[src/verilog/msb_pkg.sv]
// package for the motor setup word and digital noise-mask timer
// assumes one 40 MHz clock and a synchronous power-on reset
`default_nettype none
package msb_pkg;

  // ==========================================================
  // setup word layout
  localparam int unsigned SETUP_W        = 16;
  localparam int unsigned PAIRING_LSB    = 0;
  localparam int unsigned PAIRING_W      = 3;
  localparam int unsigned MASK1_LSB      = 3;
  localparam int unsigned MASK2_LSB      = 5;
  localparam int unsigned MASK_W         = 2;
  localparam int unsigned CONV_A_BIT     = 7;
  localparam int unsigned CONV_B_BIT     = 8;
  localparam int unsigned CONV_C_BIT     = 9;
  localparam int unsigned GAIN1_BIT      = 10;
  localparam int unsigned GAIN2_BIT      = 11;
  localparam int unsigned TEST_LSB       = 12;
  localparam int unsigned TEST_W         = 3;
  localparam int unsigned SPARE_BIT      = 15;

  // ==========================================================
  // reset values
  localparam logic [2:0] PAIRING_RST     = 3'h0;
  localparam logic [1:0] MASK_RST        = 2'h0;
  localparam logic       GAIN_RST        = 1'b0;
  localparam logic [2:0] TEST_RST        = 3'h0;
  localparam logic       SPARE_RST       = 1'b0;

  // ==========================================================
  // motor pairing codes
  localparam logic [2:0] PAIR_STEP_STEP  = 3'h0;
  localparam logic [2:0] PAIR_STEP_LRG   = 3'h1;
  localparam logic [2:0] PAIR_STEP_SML2  = 3'h2;
  localparam logic [2:0] PAIR_LRG_SML2   = 3'h3;
  localparam logic [2:0] PAIR_LRG_LRG    = 3'h4;
  localparam logic [2:0] PAIR_SML4       = 3'h5;

  // ==========================================================
  // mask lengths in oscillator periods
  localparam logic [2:0] MASK_LEN_00     = 3'h5;
  localparam logic [2:0] MASK_LEN_01     = 3'h2;
  localparam logic [2:0] MASK_LEN_10     = 3'h3;
  localparam logic [2:0] MASK_LEN_11     = 3'h4;
  localparam logic [2:0] PROC_PERIODS    = 3'h1;
  localparam int unsigned CNT_W          = 3;

  // ==========================================================
  // timer states
  typedef enum logic [2:0] {
    MT_IDLE  = 3'b001,
    MT_SYNC  = 3'b010,
    MT_COUNT = 3'b100
  } msb_mask_state_t;

endpackage : msb_pkg
`default_nettype wire

[src/verilog/msb_sync3.sv]
// three-stage synchroniser for pin inputs
// a change is accepted once the second and third stages agree
`default_nettype none
module msb_sync3
  import msb_pkg::*;
#(
  parameter int unsigned WIDTH = 1
) (
  input  wire logic             clk_i,
  input  wire logic             srst_i,
  input  wire logic [WIDTH-1:0] async_i,
  output var  logic [WIDTH-1:0] sync_o
);

  logic [WIDTH-1:0] s1_q;
  logic [WIDTH-1:0] s2_q;
  logic [WIDTH-1:0] s3_q;
  logic [WIDTH-1:0] val_d;
  logic [WIDTH-1:0] val_q;

  // ==========================================================
  // stage chain, free running so pin levels are ready at reset
  always_ff @(posedge clk_i) begin
    s1_q <= async_i;
    s2_q <= s1_q;
    s3_q <= s2_q;
  end

  always_comb begin
    val_d = val_q;
    for (int i = 0; i < WIDTH; i++) begin
      if (s2_q[i] == s3_q[i]) begin
        val_d[i] = s3_q[i];
      end
    end
  end

  always_ff @(posedge clk_i) begin
    if (srst_i) begin
      val_q <= s3_q;
    end else begin
      val_q <= val_d;
    end
  end

  assign sync_o = val_q;

endmodule : msb_sync3
`default_nettype wire

[src/verilog/msb_mask_timer.sv]
// digital noise-mask timer for one channel pair
// assumes osc_tick_i pulses once per main chop oscillator period
`default_nettype none
module msb_mask_timer
  import msb_pkg::*;
(
  input  wire logic             clk_i,
  input  wire logic             srst_i,
  input  wire logic             osc_tick_i,
  input  wire logic             phase_chg_i,
  input  wire logic             charge_start_i,
  input  wire logic             dc_mode_i,
  input  wire logic [CNT_W-1:0] mask_len_i,
  output var  logic             mask_o
);

  msb_mask_state_t  state_d;
  msb_mask_state_t  state_q;
  logic [CNT_W-1:0] cnt_d;
  logic [CNT_W-1:0] cnt_q;
  logic             mask_d;
  logic             mask_q;

  // ==========================================================
  // next state
  always_comb begin
    state_d = state_q;
    cnt_d   = cnt_q;
    case (state_q)
      MT_IDLE: begin
      end
      MT_SYNC: begin
        if (osc_tick_i) begin
          state_d = MT_COUNT;
        end
      end
      MT_COUNT: begin
        if (osc_tick_i) begin
          if (cnt_q <= 3'h1) begin
            state_d = MT_IDLE;
          end else begin
            cnt_d = cnt_q - 3'h1;
          end
        end
      end
      default: begin
        state_d = MT_IDLE;
      end
    endcase
    if (charge_start_i) begin
      state_d = MT_COUNT;
      cnt_d   = mask_len_i;
    end
    if (phase_chg_i) begin
      state_d = MT_SYNC;
      cnt_d   = CNT_W'(mask_len_i + PROC_PERIODS);
    end
    if (!dc_mode_i) begin
      state_d = MT_IDLE;
    end
    mask_d = (state_d != MT_IDLE);
  end

  always_ff @(posedge clk_i) begin
    if (srst_i) begin
      state_q <= MT_IDLE;
      cnt_q   <= '0;
      mask_q  <= 1'b0;
    end else begin
      state_q <= state_d;
      cnt_q   <= cnt_d;
      mask_q  <= mask_d;
    end
  end

  assign mask_o = mask_q;

endmodule : msb_mask_timer
`default_nettype wire

[src/verilog/msb_top.sv]
// initial setup word latch and digital noise-mask control
// assumes the serial shifter presents the shifted word on SHIFT_WORD_I
`default_nettype none
module msb_top
  import msb_pkg::*;
(
  input  wire logic               CLK_I,
  input  wire logic               SRST_I,
  input  wire logic               WAKE_I,
  input  wire logic               STROBE_I,
  input  wire logic               DATA_I,
  input  wire logic [SETUP_W-1:0] SHIFT_WORD_I,
  input  wire logic               CONV_DEFAULT_I,
  input  wire logic               MAIN_CHOP_OSCILLATOR_I,
  input  wire logic               PHASE1_I,
  input  wire logic               PHASE2_I,
  input  wire logic               CHARGE_START1_I,
  input  wire logic               CHARGE_START2_I,
  input  wire logic               CUR_LIMIT1_I,
  input  wire logic               CUR_LIMIT2_I,
  output logic [PAIRING_W-1:0]    MOTOR_PAIRING_O,
  output logic [MASK_W-1:0]       MASK_LEN_PAIR1_O,
  output logic [MASK_W-1:0]       MASK_LEN_PAIR2_O,
  output logic                    CONVERTER_A_OFF_O,
  output logic                    CONVERTER_B_OFF_O,
  output logic                    CONVERTER_C_OFF_O,
  output logic                    VREF_GAIN1_O,
  output logic                    VREF_GAIN2_O,
  output logic [TEST_W-1:0]       TEST_MODE_O,
  output logic                    EXT_SETUP_LOAD_O,
  output logic                    DC_MODE1_O,
  output logic                    DC_MODE2_O,
  output logic                    FAST_DECAY1_O,
  output logic                    FAST_DECAY2_O,
  output logic                    NOISE_MASK1_O,
  output logic                    NOISE_MASK2_O,
  output logic                    CUR_LIMIT1_O,
  output logic                    CUR_LIMIT2_O
);

  // ==========================================================
  // helpers
  function automatic logic [CNT_W-1:0] mask_len(input logic [MASK_W-1:0] f);
    case (f)
      2'h0:    mask_len = MASK_LEN_00;
      2'h1:    mask_len = MASK_LEN_01;
      2'h2:    mask_len = MASK_LEN_10;
      default: mask_len = MASK_LEN_11;
    endcase
  endfunction : mask_len

  // pair one is stepper in codes 0..2, pair two only in code 0;
  // unlisted codes keep both pairs as steppers
  function automatic logic pair_is_dc(input logic [PAIRING_W-1:0] c,
                                      input logic                 second);
    case (c)
      PAIR_STEP_STEP: pair_is_dc = 1'b0;
      PAIR_STEP_LRG:  pair_is_dc = second;
      PAIR_STEP_SML2: pair_is_dc = second;
      PAIR_LRG_SML2:  pair_is_dc = 1'b1;
      PAIR_LRG_LRG:   pair_is_dc = 1'b1;
      PAIR_SML4:      pair_is_dc = 1'b1;
      default:        pair_is_dc = 1'b0;
    endcase
  endfunction : pair_is_dc

  // ==========================================================
  // pin synchronisers
  logic [8:0] pins_async;
  logic [8:0] pins_sync;
  logic       wake_s;
  logic       strobe_s;
  logic       data_s;
  logic       conv_def_s;
  logic       osc_s;
  logic       phase1_s;
  logic       phase2_s;
  logic       lim1_s;
  logic       lim2_s;

  assign pins_async = {CUR_LIMIT2_I, CUR_LIMIT1_I, PHASE2_I, PHASE1_I,
                       MAIN_CHOP_OSCILLATOR_I, CONV_DEFAULT_I, DATA_I,
                       STROBE_I, WAKE_I};

  msb_sync3 #(
    .WIDTH (9)
  ) u_sync (
    .clk_i   (CLK_I),
    .srst_i  (SRST_I),
    .async_i (pins_async),
    .sync_o  (pins_sync)
  );

  assign wake_s     = pins_sync[0];
  assign strobe_s   = pins_sync[1];
  assign data_s     = pins_sync[2];
  assign conv_def_s = pins_sync[3];
  assign osc_s      = pins_sync[4];
  assign phase1_s   = pins_sync[5];
  assign phase2_s   = pins_sync[6];
  assign lim1_s     = pins_sync[7];
  assign lim2_s     = pins_sync[8];

  // ==========================================================
  // edge detection
  logic strobe_prev_q;
  logic osc_prev_q;
  logic phase1_prev_q;
  logic phase2_prev_q;
  logic strobe_rise;
  logic osc_tick;
  logic phase1_chg;
  logic phase2_chg;

  always_ff @(posedge CLK_I) begin
    if (SRST_I) begin
      // track pin levels in reset: no false edge after release
      strobe_prev_q <= strobe_s;
      osc_prev_q    <= osc_s;
      phase1_prev_q <= phase1_s;
      phase2_prev_q <= phase2_s;
    end else begin
      strobe_prev_q <= strobe_s;
      osc_prev_q    <= osc_s;
      phase1_prev_q <= phase1_s;
      phase2_prev_q <= phase2_s;
    end
  end

  assign strobe_rise = strobe_s & ~strobe_prev_q;
  assign osc_tick    = osc_s & ~osc_prev_q;
  assign phase1_chg  = phase1_s ^ phase1_prev_q;
  assign phase2_chg  = phase2_s ^ phase2_prev_q;

  // ==========================================================
  // setup word register
  logic [PAIRING_W-1:0] pairing_d;
  logic [PAIRING_W-1:0] pairing_q;
  logic [MASK_W-1:0]    mask1_d;
  logic [MASK_W-1:0]    mask1_q;
  logic [MASK_W-1:0]    mask2_d;
  logic [MASK_W-1:0]    mask2_q;
  logic [2:0]           conv_off_d;
  logic [2:0]           conv_off_q;
  logic                 gain1_d;
  logic                 gain1_q;
  logic                 gain2_d;
  logic                 gain2_q;
  logic [TEST_W-1:0]    test_d;
  logic [TEST_W-1:0]    test_q;
  logic                 spare_d;
  logic                 spare_q;
  logic                 ext_load_d;
  logic                 ext_load_q;
  logic                 setup_load;

  // strobe rise while asleep: data low selects the initial word
  assign setup_load = strobe_rise & ~wake_s & ~data_s;

  always_comb begin
    pairing_d  = pairing_q;
    mask1_d    = mask1_q;
    mask2_d    = mask2_q;
    conv_off_d = conv_off_q;
    gain1_d    = gain1_q;
    gain2_d    = gain2_q;
    test_d     = test_q;
    spare_d    = spare_q;
    ext_load_d = strobe_rise & ~wake_s & data_s;
    if (setup_load) begin
      pairing_d  = SHIFT_WORD_I[PAIRING_LSB +: PAIRING_W];
      mask1_d    = SHIFT_WORD_I[MASK1_LSB +: MASK_W];
      mask2_d    = SHIFT_WORD_I[MASK2_LSB +: MASK_W];
      conv_off_d = {SHIFT_WORD_I[CONV_C_BIT], SHIFT_WORD_I[CONV_B_BIT],
                    SHIFT_WORD_I[CONV_A_BIT]};
      gain1_d    = SHIFT_WORD_I[GAIN1_BIT];
      gain2_d    = SHIFT_WORD_I[GAIN2_BIT];
      test_d     = SHIFT_WORD_I[TEST_LSB +: TEST_W];
      spare_d    = SHIFT_WORD_I[SPARE_BIT];
    end
  end

  always_ff @(posedge CLK_I) begin
    if (SRST_I) begin
      pairing_q  <= PAIRING_RST;
      mask1_q    <= MASK_RST;
      mask2_q    <= MASK_RST;
      conv_off_q <= {3{conv_def_s}};
      gain1_q    <= GAIN_RST;
      gain2_q    <= GAIN_RST;
      test_q     <= TEST_RST;
      spare_q    <= SPARE_RST;
      ext_load_q <= 1'b0;
    end else begin
      pairing_q  <= pairing_d;
      mask1_q    <= mask1_d;
      mask2_q    <= mask2_d;
      conv_off_q <= conv_off_d;
      gain1_q    <= gain1_d;
      gain2_q    <= gain2_d;
      test_q     <= test_d;
      spare_q    <= spare_d;
      ext_load_q <= ext_load_d;
    end
  end

  // ==========================================================
  // pair modes
  logic dc1_d;
  logic dc1_q;
  logic dc2_d;
  logic dc2_q;

  always_comb begin
    dc1_d = pair_is_dc(pairing_q, 1'b0);
    dc2_d = pair_is_dc(pairing_q, 1'b1);
  end

  always_ff @(posedge CLK_I) begin
    if (SRST_I) begin
      dc1_q <= 1'b0;
      dc2_q <= 1'b0;
    end else begin
      dc1_q <= dc1_d;
      dc2_q <= dc2_d;
    end
  end

  // ==========================================================
  // noise-mask timers
  logic mask1_act;
  logic mask2_act;

  msb_mask_timer u_mask1 (
    .clk_i          (CLK_I),
    .srst_i         (SRST_I),
    .osc_tick_i     (osc_tick),
    .phase_chg_i    (phase1_chg),
    .charge_start_i (CHARGE_START1_I),
    .dc_mode_i      (dc1_q),
    .mask_len_i     (mask_len(mask1_q)),
    .mask_o         (mask1_act)
  );

  msb_mask_timer u_mask2 (
    .clk_i          (CLK_I),
    .srst_i         (SRST_I),
    .osc_tick_i     (osc_tick),
    .phase_chg_i    (phase2_chg),
    .charge_start_i (CHARGE_START2_I),
    .dc_mode_i      (dc2_q),
    .mask_len_i     (mask_len(mask2_q)),
    .mask_o         (mask2_act)
  );

  // ==========================================================
  // comparator gating
  logic lim1_d;
  logic lim1_q;
  logic lim2_d;
  logic lim2_q;

  always_comb begin
    lim1_d = lim1_s & ~mask1_act;
    lim2_d = lim2_s & ~mask2_act;
  end

  always_ff @(posedge CLK_I) begin
    if (SRST_I) begin
      lim1_q <= 1'b0;
      lim2_q <= 1'b0;
    end else begin
      lim1_q <= lim1_d;
      lim2_q <= lim2_d;
    end
  end

  // ==========================================================
  // outputs
  assign MOTOR_PAIRING_O   = pairing_q;
  assign MASK_LEN_PAIR1_O  = mask1_q;
  assign MASK_LEN_PAIR2_O  = mask2_q;
  assign CONVERTER_A_OFF_O = conv_off_q[0];
  assign CONVERTER_B_OFF_O = conv_off_q[1];
  assign CONVERTER_C_OFF_O = conv_off_q[2];
  assign VREF_GAIN1_O      = gain1_q;
  assign VREF_GAIN2_O      = gain2_q;
  assign TEST_MODE_O       = test_q;
  assign EXT_SETUP_LOAD_O  = ext_load_q;
  assign DC_MODE1_O        = dc1_q;
  assign DC_MODE2_O        = dc2_q;
  assign FAST_DECAY1_O     = dc1_q;
  assign FAST_DECAY2_O     = dc2_q;
  assign NOISE_MASK1_O     = mask1_act;
  assign NOISE_MASK2_O     = mask2_act;
  assign CUR_LIMIT1_O      = lim1_q;
  assign CUR_LIMIT2_O      = lim2_q;

endmodule : msb_top
`default_nettype wire

[config.mk]
export PLATFORM = sky130hd
export DESIGN_NAME = msb_top
export DESIGN_NICKNAME = d
export VERILOG_FILES = /design/src/verilog/msb_pkg.sv /design/src/verilog/msb_sync3.sv /design/src/verilog/msb_mask_timer.sv /design/src/verilog/msb_top.sv
export SDC_FILE = /design/constraint.sdc
export NUM_CORES = 1
export LEC_CHECK = 0
export BUFFER_PORTS_ARGS = -buffer_cell sky130_fd_sc_hd__buf_2
export CAP_MARGIN = 30
export CORE_UTILIZATION = 49
export DETAILED_ROUTE_END_ITERATION = 6
export PLACE_DENSITY = 0.75
export SLEW_MARGIN = 20
export SYNTH_ARGS = -nofsm -noshare
export SYNTH_HDL_FRONTEND = slang
export SYNTH_SLANG_ARGS = --single-unit
[constraint.sdc]
create_clock -name CLK_I -period 1.5 [get_ports CLK_I]
set_input_delay 0.3 -clock CLK_I [delete_from_list [all_inputs] [get_ports CLK_I]]
set_output_delay 0.3 -clock CLK_I [all_outputs]
set_load 0.05 [all_outputs]
# Word-level counts from Yosys, hierarchy flattened
# Index checks and enable logic that the tools add are counted.
[word_totals] reg_bits=74 in_bits=29 output_inout_bits=24 wordCells=143
[op_classes] add_sub_neg=4 n_lt_le_gt_ge=2 eq_ne=28 mux=40 bitwise_logic=15 n_reduce_logical=20
[op_table] op="two-way mux 3 bit" n=24
[op_table] op="case mux 3 bit (3 select lines)" n=4
[op_table] op="nonzero test 2 bit" n=10
[op_table] op="equality test 3 x 2 -> 1 bit, second input constant" n=4
[op_table] op="equality test 3 bit, second input constant" n=4
[op_table] op="nonzero test 3 bit" n=4
[op_table] op="two-way mux 1 bit" n=11
[op_table] op="equality test 1 bit" n=9
[op_table] op="equality test 3 x 1 -> 1 bit, second input constant" n=3
[op_table] op="two-way mux 9 bit" n=1
[op_table] op="bitwise AND 1 bit" n=7
[op_table] op="adder 3 x 1 -> 3 bit, second input constant" n=2
[op_table] op="<= comparator 3 x 1 -> 1 bit, second input constant" n=2
[op_table] op="inequality test 3 x 1 -> 1 bit, second input constant" n=2
[op_table] op="inequality test 3 bit, second input constant" n=2
[op_table] op="NOT 1 bit" n=6
[op_table] op="AND reduction 3 bit" n=2
[op_table] op="subtractor 3 x 1 -> 3 bit, second input constant" n=2
[op_table] op="OR reduction 5 bit" n=1
[op_table] op="equality test 2 x 1 -> 1 bit, second input constant" n=2
[op_table] op="equality test 2 bit, second input constant" n=2
[op_table] op="zero test 2 bit" n=2
[op_table] op="OR reduction 3 bit" n=1
[op_table] op="bitwise XOR 1 bit" n=2

# Longest topological paths before layout
[depth] word_depth=8 mapped_depth=6

# By module
# A second synthesis with hierarchy kept.
[unflattened] cells_unflattened=255 hier_area_um2=2879.0
[modules_own_cells] module="msb_top" n_inst=1 cells_each=99 area_each_um2=1047.3 seq_area_each_um2=510.5
[modules_own_cells] module="msb_sync3" n_inst=1 cells_each=54 area_each_um2=945.9 seq_area_each_um2=810.8
[modules_own_cells] module="msb_mask_timer" n_inst=2 cells_each=51 area_each_um2=442.9 seq_area_each_um2=140.1

# Worst setup path after synthesis
# OpenSTA, ideal clock, no wires.
[synth_path] path_kind="register to register" startpoint="register mask1_q[0] (netlist: MASK_LEN_PAIR1_O[0])" endpoint="register u_mask1.cnt_q[2]" setup_time_ns=0.119 arrival_ns=1.743 path_slack_ns=-0.362 stages_incl_launch_ff=6 path_cell_list="dfxtp_1 inv_1 ha_1 nor2b_1 o32a_2 o221a_2"
[synth_between] elab_chain_cells=4 elab_cells_between_ends=7
[synth_rtl] item="start: declaration" line="msb_top.sv:140" rtl="logic [MASK_W-1:0] mask1_q;"
[synth_rtl] item="start signal: assignment" line="msb_top.sv:196" rtl="mask1_q <= mask1_d;"
[synth_rtl] item="equality test 2 bit, or another cell as far along" line="msb_top.sv:44" rtl="case (f)"
[synth_rtl] item="case mux 3 bit (3 select lines) (*)" line="msb_top.sv:44"
[synth_rtl] item="adder 3 x 1 -> 3 bit / two-way mux 3 bit (equally long branches)" line="msb_mask_timer.sv:56, msb_mask_timer.sv:50"
[synth_rtl] item="two-way mux 3 bit (*)" line="msb_mask_timer.sv:54" rtl="if (phase_chg_i) begin"
[synth_rtl] item="end signal: assignment" line="msb_mask_timer.sv:71" rtl="cnt_q <= cnt_d;"
[synth_rtl] item="end: declaration" line="msb_mask_timer.sv:20" rtl="logic [CNT_W-1:0] cnt_q;"
# Mark *: on every way between the ends. The rest lies on a longest branch, timed or not.
# A chain may end at the register's enable or synchronous reset.

# Worst setup path after layout
[layout_path] startpoint="register mask1_q[1] (netlist: MASK_LEN_PAIR1_O[1])" endpoint="register u_mask1.cnt_q[2]"
# The elaborated chain is that of the path after synthesis.

==> results.tsv <==
stage	metric	value	unit
critical_path	cp-startpoint	MASK_LEN_PAIR1_O[1]	
timing	period_share	100.3	%
power	p_switching	1201	uW
critical_path	critPathBufInv	1	
floorplanning	die_w	77.04	microns
synth	netlist_instances	259	
drt	drtIter0Drc	57	
critical_path	slowest_stage	dfxtp_4	
synth	syn-cell-area	2759	sq um
critical_path	crit_chain	inv_1, ha_4, nor2b_1, o32a_4, o221a_4	
final_layout	layout-drive-gt1-share	36.23	%
final_layout	antenna_cells	0	
clocking	clk_latency	0.34	ns
synth	yosys.area_share.simple	14.15	%
status	outcome	complete, but fails checks	
synth	syn_area_per_cell	10.65	sq um
placement	portBuffers	51	
power	leakagePower	0.001516	uW
drt	num_vias	1999	
timing	slew_headroom	75.99	%
critical_path	crit_cells	5	
timing	final_max_slew_viol_count	0	
global_route	antenna_found_initial	0	
critical_path	cp_slowest_stage_delay	0.37	ns
drt	dr.pass1.iters	4	
drt	avgViaCountPerCell	4.948	
synth	synth_top_family_by_area	simple AND/OR/NAND/NOR gates	
synth	synthMuxAreaShare	2.449	%
power	combPwrFrac	14.3	%
global_route	grt.met3_usage	4.643	%
global_route	gr-total-overflow	0	
global_route	grt_max_degree	17	
floorplanning	fp.coreArea	5270	sq um
clocking	clockBufferDepth	2	
timing	worst_pin_slew	0.3545	ns
critical_path	reg2reg_to	u_mask1.cnt_q[2]	
status	violations	negative setup slack	
timing	finalSetupViolCount	1	
power	pwr-share-clk	35.2	%
timing	timing_hold_violations_final	0	
power	vdd_drop_max	851.7	uV
synth	synth_edf_count	12	
global_route	use_met2	29.55	%
synth	synth_xor_area_share	3.492	%
critical_path	start_kind	flip-flop	
clocking	numCtsBuffers	9	
placement	dp_slack	-0.05291	ns
placement	routabilityCongestion	0.7936	
drt	drc	0	
synth	yosysSeqAreaShare	58.05	%
drt	avgRoutedWirePerCell	12.85	microns
clocking	holdBufCountCts	0	
floorplanning	initial_utilization	52.35	%
synth	synth.distinct_cells	47	
global_route	grt.total_usage	18.25	%
placement	placed_area	3212	sq um
synth	synth_compound_area_share	12.79	%
clocking	clkTransAtPathRegs	0.08	ns
power	seqPwrFrac	50.5	%
global_route	grt_busiest_layer	met2	
critical_path	cpLargestDelayFamily	compound AO/OA/AOI/OAI gates	
global_route	grt_pass1_vias	1944	
final_layout	final_nets	369	
critical_path	crit_type	reg -> reg	
drt	ant_nets	0	
floorplanning	dieArea	5934	sq um
job	max-cap-violations	0	
critical_path	worst-r2r-cell-count	5	
synth	synth_nets	299	
critical_path	endpoint	u_mask1.cnt_q[2]	
critical_path	endpoint_kind	flip-flop	
timing	rsz0062_at_grt	yes	
synth	synth-seq-cells	74	
hold_path	hold_path_class	in -> reg	
timing	whs	0.04982	ns
synth	synthArstFlopShare	0	%
power	power_density	1244	nW/um^2
synth	yosys_warnings	0	
final_layout	fin_area	3551	sq um
floorplanning	boundaryPins	53	
synth	synthAdderAreaFrac	4.989	%
synth	ys.flop_type	dfxtp_1	
clocking	clkSinkCount	74	
floorplanning	die_h	77.04	microns
final_layout	layout.cells.most_common	dfxtp_1	
timing	fin_crit	1.505	ns
final_layout	area_growth	28.71	%
timing	timing.final.ws_setup	-0.004550	ns
global_route	grt_first_pass_wirelength	8.280	mm
timing	fin_skew	0.006984	ns
clocking	cts_tree	built	
floorplanning	fp-row-count	26	
critical_path	cp.required	1.74	ns
drt	drt_wl_total	5.191	mm
final_layout	mostFrequentLayoutCells	54 x dfxtp_1, 51 x buf_2, 43 x nand2_1	
clocking	root_buffer	clkbuf_8	
global_route	met1_usage	21.25	%
final_layout	fillerInstances	423	
power	p_int	3216	uW
critical_path	worst-endpoint-arrival	1.75	ns
clocking	htree_levels	3	
placement	hpwlAfterDp	3.548	mm
critical_path	reg2reg_setup_slack	-0.005	ns
critical_path	rr_startpoint	MASK_LEN_PAIR1_O[1]	
power	p_sw_share	27.19	%
timing	fmax	0.6647	GHz
critical_path	crit_fanout	5	
## how the worst min path moves through the flow
| stage | start | endpoint | slack [ns] | cells past startpoint |
|---|---|---|---|---|
| floorplan | u_sync.s1_q[0] | u_sync.s2_q[0] | 0.31 | 0 |
| global placement | u_sync.s1_q[2] | u_sync.s2_q[2] | 0.31 | 0 |
| detailed placement | u_sync.s1_q[7] | u_sync.s2_q[7] | 0.31 | 0 |
| CTS | PHASE2_I | u_sync.s1_q[6] | 0.03 | 1 |
| global route | PHASE2_I | u_sync.s1_q[6] | 0.03 | 1 |
| finish | CUR_LIMIT2_I | u_sync.s1_q[8] | 0.05 | 1 |
## through the flow
step	total power (uW)	utilization, %	instances	TNS (ns)
floorplan	2626	-	259	-0.03895
global placement	2787	60.94	384	-0.07346
detailed placement	2807	60.94	384	-0.1178
CTS	4392	65.79	402	0
global route	4594	67.38	404	-0.1672
finish	4417	67.38	404	-0.004550
## state kept, by name, indices dropped and copies added (netlist names), 9 cells and up
name / flops
u_sync.s3_q: 9
u_sync.s2_q: 9
u_sync.sync_o: 9
u_sync.s1_q: 9
## Yosys cell counts (2+ instances only)
cell type	number	area share (%)
a21oi_1	22	4.0
ha_1	11	5.0
buf_2	3	0.54
nor2b_1	3	0.68
nor4_1	4	0.91
inv_1	13	1.8
mux2i_1	3	1.1
clkbuf_1	6	0.82
buf_4	3	0.82
o21ba_2	2	0.73
dfxtp_1	62	45
nor4b_1	2	0.64
nor2_1	10	1.4
a31oi_1	2	0.45
o21a_1	2	0.54
nor3_1	4	0.73
o211ai_1	2	0.54
nand2b_1	3	0.68
xor2_1	11	3.5
nand3b_1	2	0.54
nor3b_1	5	1.4
edfxtp_1	12	13
nand2_1	44	6.0
or2_2	2	0.45
o21ai_0	3	0.54
o21bai_1	2	0.54
## layer usage
metal	vias to the layer above	part of all wire [%]	wire length, microns
li1	1020	-	-
met4	0	2.3	117
met2	33	50	2587
met1	934	45	2312
met5	-	0	0
met3	12	3.4	174
## layout make-up
type,instances,area (sq um),share of cell area [%]
clock buffers,9,123.9,3.488
clock inverters,7,77.57,2.185
inverters,14,52.55,1.480
multi-input cells,159,1160,32.66
flip-flops and latches,74,1619,45.60
well taps,70,87.58,2.467
repair buffers,71,430.4,12.12
## kinds of logic after synthesis
group / Yosys count
and+or+nand+nor: 82
DFF: 74
AOI/OAI and AO/OA: 49
buffers and inverters: 26
xor gates and xnor gates: 11
adders and majority gates: 11
muxes: 6
## power groups by stage
stage	sequential (uW)	clock, uW	combinational [uW]
after floorplan	2330	0	291
after global placement	2250	0	534
after detailed placement	2260	0	546
after CTS	2220	1580	590
after global routing	2250	1660	691
final	2230	1550	634
## repair_timing
item,in CTS,in global routing
endpoints found under the setup margin,5,18
gates resized for setup,14,13
pin swaps,4,8
buffers inserted,2,2
No activity file was read; power rests on OpenSTA's default activity.
